### src/pkg/trim_bank_pkg.sv
// constants, register map and carrier types for the converter core trim bank
package trim_bank_pkg;

    // ***********************************************************
    // bus geometry
    // ***********************************************************
    localparam int ADDR_W = 12;                 // byte address width
    localparam int DATA_W = 32;                 // bus data width
    localparam int IDX_W = 10;                  // register index width

    // ***********************************************************
    // register indexes, byte address is four times the index
    // ***********************************************************
    localparam logic [IDX_W-1:0] IDX_B_TIME_IN_A = 10'h315;
    localparam logic [IDX_W-1:0] IDX_A_TIME_IN_B = 10'h31a;
    localparam logic [IDX_W-1:0] IDX_B_TIME_IN_B = 10'h31b;
    localparam logic [IDX_W-1:0] IDX_A_OFS_DUAL_A = 10'h344;
    localparam logic [IDX_W-1:0] IDX_A_OFS_DUAL_B = 10'h346;
    localparam logic [IDX_W-1:0] IDX_A_OFS_SINGLE_A = 10'h348;
    localparam logic [IDX_W-1:0] IDX_MODE_CTRL = 10'h300;
    localparam logic [IDX_W-1:0] IDX_TRIM_STATUS = 10'h301;

    // ***********************************************************
    // field layout
    // ***********************************************************
    localparam int TIME_W = 8;                  // timing trim width
    localparam int OFS_W = 12;                  // offset correction width
    localparam int OFS_REG_W = 16;              // offset register width
    localparam int CTRL_W = 4;                  // mode control width
    localparam int CTRL_SINGLE_BIT = 0;         // 1 = single channel
    localparam int CTRL_FG_CAL_BIT = 1;         // 1 = foreground cal on
    localparam int CTRL_A_IN_B_BIT = 2;         // 1 = core a samples input b
    localparam int CTRL_B_IN_B_BIT = 3;         // 1 = core b samples input b
    localparam int STAT_W = 4;                  // status width
    localparam logic [TIME_W-1:0] TIME_RESET = 8'h00;
    localparam logic [OFS_REG_W-1:0] OFS_RESET = 16'h0000;
    localparam logic [CTRL_W-1:0] CTRL_RESET = 4'h0;

    // ***********************************************************
    // responses and timing
    // ***********************************************************
    localparam logic [1:0] RESP_OKAY = 2'h0;
    localparam logic [1:0] RESP_SLVERR = 2'h2;
    localparam logic [1:0] FUSE_LOAD_CYCLES = 2'h2;  // sync depth before load

    // ***********************************************************
    // carriers
    // ***********************************************************
    typedef struct packed {
        logic awvalid;
        logic [ADDR_W-1:0] awaddr;
        logic wvalid;
        logic [DATA_W-1:0] wdata;
        logic [3:0] wstrb;
        logic bready;
        logic arvalid;
        logic [ADDR_W-1:0] araddr;
        logic rready;
    } axi_req_s;

    typedef struct packed {
        logic awready;
        logic wready;
        logic bvalid;
        logic [1:0] bresp;
        logic arready;
        logic rvalid;
        logic [DATA_W-1:0] rdata;
        logic [1:0] rresp;
    } axi_resp_s;

    // factory trimmed values presented by the fuse array
    typedef struct packed {
        logic [TIME_W-1:0] b_time_in_a;
        logic [TIME_W-1:0] a_time_in_b;
        logic [TIME_W-1:0] b_time_in_b;
        logic [OFS_REG_W-1:0] a_ofs_dual_a;
        logic [OFS_REG_W-1:0] a_ofs_dual_b;
        logic [OFS_REG_W-1:0] a_ofs_single_a;
    } fuse_trims_s;

    // trims applied to the converter cores
    typedef struct packed {
        logic [TIME_W-1:0] a_time;
        logic a_time_valid;
        logic [TIME_W-1:0] b_time;
        logic b_time_valid;
        logic [OFS_W-1:0] a_offset;
        logic a_offset_valid;
    } core_trims_s;

endpackage

### src/hw/converter_core_trim_bank.sv
// trim register bank with axi4-lite access and per-core trim routing
//
// Our own choice: the AXI4-Lite slave port.
`timescale 1ns/1ps

// What this block does
// - core b timing trim, single, input a
// - core a timing trim, single, input b
// - core b timing trim, single, input b
// - core a offset, dual, input a
// - core a offset, dual, input b
// - core a offset, single, input a
// - timing trims steer their core's sampling instant
// - factory values loaded, readable and overwritable
module converter_core_trim_bank (
    input wire logic clock,
    input wire logic rstn,
    input wire trim_bank_pkg::axi_req_s axi_req,
    output trim_bank_pkg::axi_resp_s axi_resp,
    input wire trim_bank_pkg::fuse_trims_s fuse_trims,
    output trim_bank_pkg::core_trims_s core_trims
);
    import trim_bank_pkg::*;

    // ***********************************************************
    // helpers
    // ***********************************************************
    // word index of a byte address
    function automatic logic [IDX_W-1:0] addr_index(
        input logic [ADDR_W-1:0] a
    );
        addr_index = a[ADDR_W-1:2];
    endfunction

    // aligned and one of the mapped words
    function automatic logic is_mapped(input logic [ADDR_W-1:0] a);
        logic [IDX_W-1:0] i;
        i = a[ADDR_W-1:2];
        is_mapped = (a[1:0] == 2'h0) &&
            (i == IDX_B_TIME_IN_A || i == IDX_A_TIME_IN_B ||
             i == IDX_B_TIME_IN_B || i == IDX_A_OFS_DUAL_A ||
             i == IDX_A_OFS_DUAL_B || i == IDX_A_OFS_SINGLE_A ||
             i == IDX_MODE_CTRL || i == IDX_TRIM_STATUS);
    endfunction

    // byte lanes 0 and 1 merged into a 16-bit word
    function automatic logic [OFS_REG_W-1:0] merge16(
        input logic [OFS_REG_W-1:0] old,
        input logic [DATA_W-1:0] d,
        input logic [3:0] s
    );
        merge16 = {s[1] ? d[15:8] : old[15:8], s[0] ? d[7:0] : old[7:0]};
    endfunction

    // ***********************************************************
    // state
    // ***********************************************************
    fuse_trims_s fuse_meta_reg;     // first sync stage, read only by next
    fuse_trims_s fuse_sync_reg;     // second sync stage
    logic [1:0] load_cnt_reg;       // cycles since reset release
    logic loaded_reg;               // factory values are in place
    logic [TIME_W-1:0] b_time_in_a_reg;
    logic [TIME_W-1:0] a_time_in_b_reg;
    logic [TIME_W-1:0] b_time_in_b_reg;
    logic [OFS_REG_W-1:0] a_ofs_dual_a_reg;
    logic [OFS_REG_W-1:0] a_ofs_dual_b_reg;
    logic [OFS_REG_W-1:0] a_ofs_single_a_reg;
    logic [CTRL_W-1:0] mode_ctrl_reg;   // channel mode, cal, input selects
    core_trims_s core_trims_reg;        // trims driven to the cores
    core_trims_s core_trims_next;

    // bus state
    logic aw_held_reg;
    logic [ADDR_W-1:0] awaddr_reg;
    logic w_held_reg;
    logic [DATA_W-1:0] wdata_reg;
    logic [3:0] wstrb_reg;
    logic awready_reg;
    logic wready_reg;
    logic bvalid_reg;
    logic [1:0] bresp_reg;
    logic arready_reg;
    logic rvalid_reg;
    logic [DATA_W-1:0] rdata_reg;
    logic [1:0] rresp_reg;

    // ***********************************************************
    // decode and selection
    // ***********************************************************
    wire aw_take = axi_req.awvalid & awready_reg;
    wire w_take = axi_req.wvalid & wready_reg;
    wire ar_take = axi_req.arvalid & arready_reg;
    // write fires once address and data are both held and b is free
    wire do_write = aw_held_reg & w_held_reg & ~bvalid_reg;
    wire wr_ok = do_write & is_mapped(awaddr_reg);
    wire [IDX_W-1:0] wr_idx = addr_index(awaddr_reg);
    wire [IDX_W-1:0] rd_idx = addr_index(axi_req.araddr);
    wire aw_held_next = aw_held_reg ? ~do_write : aw_take;
    wire w_held_next = w_held_reg ? ~do_write : w_take;
    wire bvalid_next = do_write | (bvalid_reg & ~axi_req.bready);
    wire rvalid_next = ar_take | (rvalid_reg & ~axi_req.rready);
    wire fuse_load = ~loaded_reg & (load_cnt_reg == FUSE_LOAD_CYCLES);

    // mode decode
    wire single_mode = mode_ctrl_reg[CTRL_SINGLE_BIT];
    wire fg_cal = mode_ctrl_reg[CTRL_FG_CAL_BIT];
    wire a_in_b = mode_ctrl_reg[CTRL_A_IN_B_BIT];
    wire b_in_b = mode_ctrl_reg[CTRL_B_IN_B_BIT];
    wire single_fg = single_mode & fg_cal;
    wire dual_fg = ~single_mode & fg_cal;

    // read mux, narrow registers sit low with zero above
    wire [STAT_W-1:0] status_word = {loaded_reg, core_trims_reg.a_offset_valid,
        core_trims_reg.b_time_valid, core_trims_reg.a_time_valid};
    wire [DATA_W-1:0] rd_word =
        (rd_idx == IDX_B_TIME_IN_A) ? {24'h000000, b_time_in_a_reg} :
        (rd_idx == IDX_A_TIME_IN_B) ? {24'h000000, a_time_in_b_reg} :
        (rd_idx == IDX_B_TIME_IN_B) ? {24'h000000, b_time_in_b_reg} :
        (rd_idx == IDX_A_OFS_DUAL_A) ? {16'h0000, a_ofs_dual_a_reg} :
        (rd_idx == IDX_A_OFS_DUAL_B) ? {16'h0000, a_ofs_dual_b_reg} :
        (rd_idx == IDX_A_OFS_SINGLE_A) ? {16'h0000, a_ofs_single_a_reg} :
        (rd_idx == IDX_MODE_CTRL) ? {28'h0000000, mode_ctrl_reg} :
        (rd_idx == IDX_TRIM_STATUS) ? {28'h0000000, status_word} :
        32'h00000000;

    // ***********************************************************
    // trim routing: one register per core, only in its own mode
    // ***********************************************************
    // core a timing: single channel sampling input b
    // named wire, so the struct never reads back its own member
    wire a_time_on = single_fg & a_in_b;
    assign core_trims_next.a_time_valid = a_time_on;
    assign core_trims_next.a_time = a_time_on ?
        a_time_in_b_reg : TIME_RESET;
    // core b timing: single channel, input picks the register
    assign core_trims_next.b_time_valid = single_fg;
    assign core_trims_next.b_time = ~single_fg ? TIME_RESET :
        b_in_b ? b_time_in_b_reg : b_time_in_a_reg;
    // core a offset: dual by input, single only for input a
    assign core_trims_next.a_offset_valid =
        dual_fg | (single_fg & ~a_in_b);
    assign core_trims_next.a_offset =
        (dual_fg & ~a_in_b) ? a_ofs_dual_a_reg[OFS_W-1:0] :
        (dual_fg & a_in_b) ? a_ofs_dual_b_reg[OFS_W-1:0] :
        (single_fg & ~a_in_b) ? a_ofs_single_a_reg[OFS_W-1:0] :
        OFS_RESET[OFS_W-1:0];

    // ***********************************************************
    // factory value capture
    // ***********************************************************
    // fuse outputs come from outside this clock, so two stages first
    always_ff @(posedge clock or negedge rstn) begin
        if (!rstn) begin
            fuse_meta_reg <= '0;
            fuse_sync_reg <= '0;
        end else begin
            fuse_meta_reg <= fuse_trims;
            fuse_sync_reg <= fuse_meta_reg;
        end
    end

    // count out the sync depth, then load once
    always_ff @(posedge clock or negedge rstn) begin
        if (!rstn) begin
            load_cnt_reg <= 2'h0;
            loaded_reg <= 1'b0;
        end else if (!loaded_reg) begin
            load_cnt_reg <= load_cnt_reg + 2'h1;
            loaded_reg <= fuse_load;
        end
    end

    // ***********************************************************
    // trim registers
    // ***********************************************************
    // bus writes are held off until load, so the two never collide
    always_ff @(posedge clock or negedge rstn) begin
        if (!rstn) begin
            b_time_in_a_reg <= TIME_RESET;
            a_time_in_b_reg <= TIME_RESET;
            b_time_in_b_reg <= TIME_RESET;
            a_ofs_dual_a_reg <= OFS_RESET;
            a_ofs_dual_b_reg <= OFS_RESET;
            a_ofs_single_a_reg <= OFS_RESET;
        end else if (fuse_load) begin
            b_time_in_a_reg <= fuse_sync_reg.b_time_in_a;
            a_time_in_b_reg <= fuse_sync_reg.a_time_in_b;
            b_time_in_b_reg <= fuse_sync_reg.b_time_in_b;
            a_ofs_dual_a_reg <= fuse_sync_reg.a_ofs_dual_a;
            a_ofs_dual_b_reg <= fuse_sync_reg.a_ofs_dual_b;
            a_ofs_single_a_reg <= fuse_sync_reg.a_ofs_single_a;
        end else if (wr_ok) begin
            // software overwrite; lane 0 only for the byte-wide trims
            if (wr_idx == IDX_B_TIME_IN_A && wstrb_reg[0]) begin
                b_time_in_a_reg <= wdata_reg[TIME_W-1:0];
            end
            if (wr_idx == IDX_A_TIME_IN_B && wstrb_reg[0]) begin
                a_time_in_b_reg <= wdata_reg[TIME_W-1:0];
            end
            if (wr_idx == IDX_B_TIME_IN_B && wstrb_reg[0]) begin
                b_time_in_b_reg <= wdata_reg[TIME_W-1:0];
            end
            if (wr_idx == IDX_A_OFS_DUAL_A) begin
                a_ofs_dual_a_reg <= merge16(a_ofs_dual_a_reg, wdata_reg,
                    wstrb_reg);
            end
            if (wr_idx == IDX_A_OFS_DUAL_B) begin
                a_ofs_dual_b_reg <= merge16(a_ofs_dual_b_reg, wdata_reg,
                    wstrb_reg);
            end
            if (wr_idx == IDX_A_OFS_SINGLE_A) begin
                a_ofs_single_a_reg <= merge16(a_ofs_single_a_reg, wdata_reg,
                    wstrb_reg);
            end
        end
    end

    // mode control and the registered trim outputs
    always_ff @(posedge clock or negedge rstn) begin
        if (!rstn) begin
            mode_ctrl_reg <= CTRL_RESET;
            core_trims_reg <= '0;
        end else begin
            if (wr_ok && wr_idx == IDX_MODE_CTRL && wstrb_reg[0]) begin
                mode_ctrl_reg <= wdata_reg[CTRL_W-1:0];
            end
            core_trims_reg <= core_trims_next;
        end
    end

    // ***********************************************************
    // axi4-lite write channel
    // ***********************************************************
    // address and data are taken in either order, one write in flight
    always_ff @(posedge clock or negedge rstn) begin
        if (!rstn) begin
            aw_held_reg <= 1'b0;
            w_held_reg <= 1'b0;
            awaddr_reg <= '0;
            wdata_reg <= '0;
            wstrb_reg <= 4'h0;
            awready_reg <= 1'b0;
            wready_reg <= 1'b0;
            bvalid_reg <= 1'b0;
            bresp_reg <= RESP_OKAY;
        end else begin
            if (aw_take) begin
                awaddr_reg <= axi_req.awaddr;
            end
            if (w_take) begin
                wdata_reg <= axi_req.wdata;
                wstrb_reg <= axi_req.wstrb;
            end
            aw_held_reg <= aw_held_next;
            w_held_reg <= w_held_next;
            awready_reg <= loaded_reg & ~aw_held_next;
            wready_reg <= loaded_reg & ~w_held_next;
            bvalid_reg <= bvalid_next;
            if (do_write) begin
                // unmapped or misaligned words answer with an error
                bresp_reg <= is_mapped(awaddr_reg) ? RESP_OKAY : RESP_SLVERR;
            end
        end
    end

    // ***********************************************************
    // axi4-lite read channel
    // ***********************************************************
    // data is sampled at address take, so rdata holds while stalled
    always_ff @(posedge clock or negedge rstn) begin
        if (!rstn) begin
            arready_reg <= 1'b0;
            rvalid_reg <= 1'b0;
            rdata_reg <= '0;
            rresp_reg <= RESP_OKAY;
        end else begin
            arready_reg <= loaded_reg & ~rvalid_next;
            rvalid_reg <= rvalid_next;
            if (ar_take) begin
                rdata_reg <= rd_word;
                rresp_reg <= is_mapped(axi_req.araddr) ? RESP_OKAY :
                    RESP_SLVERR;
            end
        end
    end

    assign axi_resp = '{awready: awready_reg, wready: wready_reg,
        bvalid: bvalid_reg, bresp: bresp_reg, arready: arready_reg,
        rvalid: rvalid_reg, rdata: rdata_reg, rresp: rresp_reg};
    assign core_trims = core_trims_reg;
endmodule

### config.mk
export PLATFORM = sky130hd
export DESIGN_NAME = converter_core_trim_bank
export DESIGN_NICKNAME = d
export VERILOG_FILES = /design/src/pkg/trim_bank_pkg.sv /design/src/hw/converter_core_trim_bank.sv
export SDC_FILE = /design/constraint.sdc
export NUM_CORES = 1
export LEC_CHECK = 0
export BUFFER_PORTS_ARGS = -buffer_cell sky130_fd_sc_hd__buf_2
export CAP_MARGIN = 20
export CORE_ASPECT_RATIO = 1.1
export CORE_MARGIN = 4
export CORE_UTILIZATION = 46
export DETAILED_ROUTE_END_ITERATION = 7
export GPL_ROUTABILITY_DRIVEN = 0
export PLACE_DENSITY = 0.68
export SETUP_SLACK_MARGIN = 0.1
export SYNTH_ARGS = -nofsm -noshare
export SYNTH_HDL_FRONTEND = slang
export SYNTH_SLANG_ARGS = --single-unit
### constraint.sdc
create_clock -name clock -period 1.99 [get_ports clock]
set_input_delay 0.199 -clock clock [delete_from_list [all_inputs] [get_ports clock]]
set_output_delay 0.199 -clock clock [all_outputs]
set_load 0.02 [all_outputs]
==> flow_summary.toml <==
[run_status]
status = "finished clean"

[grt]
use_met1_pct = 29.1
grt_overflow = 0
grt_use_met2_pct = 34.5
grt_start_max_net_pins = 65
antenna_found_initial = 0
top_usage_layer = "met2"
grt_pass1_vias = 8429
grt_use_met3_pct = 2.81
grt_util_all_layers_pct = 20.8
grt_pass1_wl_um = 46100

[logic_synthesis]
yosys.area.top_type_share_pct = 66.3
syn-instance-count = 944
synthAdderAreaFrac_pct = 0.107
synthesis.area_um2 = 11700
synth_compound_area_share_pct = 9.71
synth_area_leaders = "dfrtp_1, mux2i_1, a21oi_1"
ys_dominant_reg_cell = "dfrtp_1"
synth_top_family_by_area = "simple AND/OR/NAND/NOR gates"
ys_types = 59
syn_avg_cell_area_um2 = 12.4
async_reset_ff_share_pct = 100
synth_edf_count = 0
yosysWarningCount = 0
synthMuxAreaShare_pct = 8.92
ys_seq_area_share_pct = 66.3
synth-simple-area-share_pct = 11.5
ys_ff_latch = 309
synth_xor_area_share_pct = 0.0751
synth_area_leader_cell = "dfrtp_1"

[worst_setup_path]
crit_type = "register to register"
endpoint_kind = "register"
crit_required_ns = 2.42
reg2reg_slack_ns = 0.16
startpoint_type = "register"
crit_start = "awaddr_reg[9]$_DFFE_PN0P_"
cp.arrival_ns = 2.26
crit-reg2reg-launch = "awaddr_reg[9]$_DFFE_PN0P_"
cp_max_fo = 4

[power_and_ir_drop]
power.density_nw_per_um2 = 1010
ir_drop_mv = 0.687
leakage_nw = 6.96

[route]
wl_per_cell_um = 18.7
wl_um = 29500
antenna_left = 0
vias = 8138
viasPerCell = 5.17
drcViolationCount = 0
drtPass1Iterations = 5
drt-initial-drc-count = 641

[placement]
pre_cts_ws_ns = 0.0601
dpl.hpwl_um = 19800
io_buffers = 174

[clock_network]
clk_pin_slew_ns = 0.07
clock-sinks = 309
htree_levels = 1
tritoncts = "done"
cts_buffers = 30
clockBufferDepth = 3
root_buffer = "clkbuf_16"
clk_latency_ns = 0.56

[timing]
maxSlewViolCount = 0
hold_viol = 0
fin_skew_ns = 0.0217
rsz0062_at_grt = "true"
worst_pin_slew_ns = 1.06
period_share_pct = 91.8
fmax_mhz = 547
setup_viol = 0
setup_ws_ns = 0.163
period_needed_ns = 1.83
setup_tns_ns = 0
slew_headroom_pct = 29.1

[final_layout]
layout-drive-gt1-share_pct = 25.6
utilization_pct = 61.4
area_delta_synth_final_pct = 30.1
num-nets-final = 1380
diodes = 0

[floorplan]
dieArea_um2 = 28000
num_io_pins = 211
start_util_pct = 47.2
core_um2 = 24700
die_h_um = 175
die_w_um = 160
num_rows = 60

[worst_hold_path]
hp-start = "axi_req[1]"
min_path_type = "input port to register"

[flow_run]
cap_violations = 0
[metrics by stage]
stage / hold WS [ns] / cell area (µm²) / instances / power, W
global placement: 0.183 / 13000 / 1409 / 0.00921
CTS: 0.0130 / 15100 / 1572 / 0.0154
global route: 0.0731 / 15200 / 1574 / 0.0160
floorplan: -0.0966 / 11700 / 961 / 0.00851
detailed placement: 0.182 / 13000 / 1409 / 0.00928
finish: 0.0210 / 15200 / 1574 / 0.0154
[critical path, stage by stage, from the launching register on]
cell	delay [ns]
dfrtp_1	0.42
nor3_4	0.31
nand4_1	0.18
or3b_4	0.47
mux2_4	0.31
[synth_stat cells, drive strengths merged, types with 2 or more instances]
| cell | count |
|---|---|
| a211oi | 7 |
| a21o | 2 |
| a21oi | 105 |
| a22oi | 4 |
| and2 | 31 |
| and3 | 12 |
| and3b | 2 |
| and4b | 3 |
| buf | 44 |
| clkbuf | 22 |
| dfrtp | 309 |
| inv | 7 |
| mux2 | 35 |
| mux2i | 63 |
| nand2 | 51 |
| nand2b | 8 |
| nand3 | 13 |
| nand4 | 6 |
| nor2 | 103 |
| nor2b | 4 |
| nor3 | 7 |
| nor3b | 3 |
| o211ai | 3 |
| o21ai | 61 |
| o22ai | 16 |
| or3 | 4 |
[routing by layer]
layer | wire (µm) | vias to the layer above
li1 | - | 3810
met1 | 12900 | 3974
met2 | 14100 | 298
met3 | 1780 | 56
met4 | 670 | 0
met5 | 0 | -
[repair_timing]
item	CTS	global route
gates resized for setup	2	7
hold buffers	107	0
setup buffers	0	2
endpoints found under the setup margin	9	38
pin swaps	0	4
endpoints found under the hold margin	168	0
[cells by family (layout without fill, tap and decap cells)]
logic type	Yosys count	after routing
buffers and inverters	73	376
adders and majority gates	1	1
DFF	309	309
and+or+nand+nor	255	255
xor gates and xnor gates	1	1
muxes	98	98
AOI/OAI and AO/OA	206	206
other	1	18
[final cells by class]
class,count,area (µm²)
Clock buffer,35,800
Clock inverter,21,269
Fill cell,1877,9520
Inverter,7,26.3
Multi-Input combinational cell,579,3660
Sequential cell,309,7730
Tap cell,310,388
Timing Repair Buffer,313,2300
[cells in the final DEF, fill, tap and decap left out, types with 7 or more instances in the layout]
cell type and count:
dfrtp_1 309, buf_2 173, dlygate4sd3_1 107, a21oi_1 105
nor2_1 99, mux2i_1 63, nand2_1 49, o21ai_0 38
mux2_2 31, and2_1 30, clkbuf_16 30, buf_4 23
o21ai_1 22, conb_1 18, o22ai_1 16, nand3_1 13
and3_1 11, buf_12 9, nand2b_1 8, clkinvlp_4 8
inv_1 7, a211oi_1 7
[worst paths after layout]
check | to | depth (start not counted)
max | mode_ctrl_reg[1]$_DFFE_PN0P_ | 4
min | rresp_reg[1]$_DFFE_PN0P_ | 4
max reg2reg | mode_ctrl_reg[1]$_DFFE_PN0P_ | 4
min reg2reg | fuse_sync_reg[31]$_DFF_PN0_ | 0
max in group asynchronous | arready_reg$_DFF_PN0_ | 3
min in group asynchronous | wdata_reg[3]$_DFFE_PN0P_ | 2
[power breakdown]
group	switching, W	internal (W)	total, W
combinational	0.000944	0.000923	0.00187
clock	0.00243	0.00355	0.00598
sequential	0.000631	0.00688	0.00751
Power figures use the tool's default switching activity.
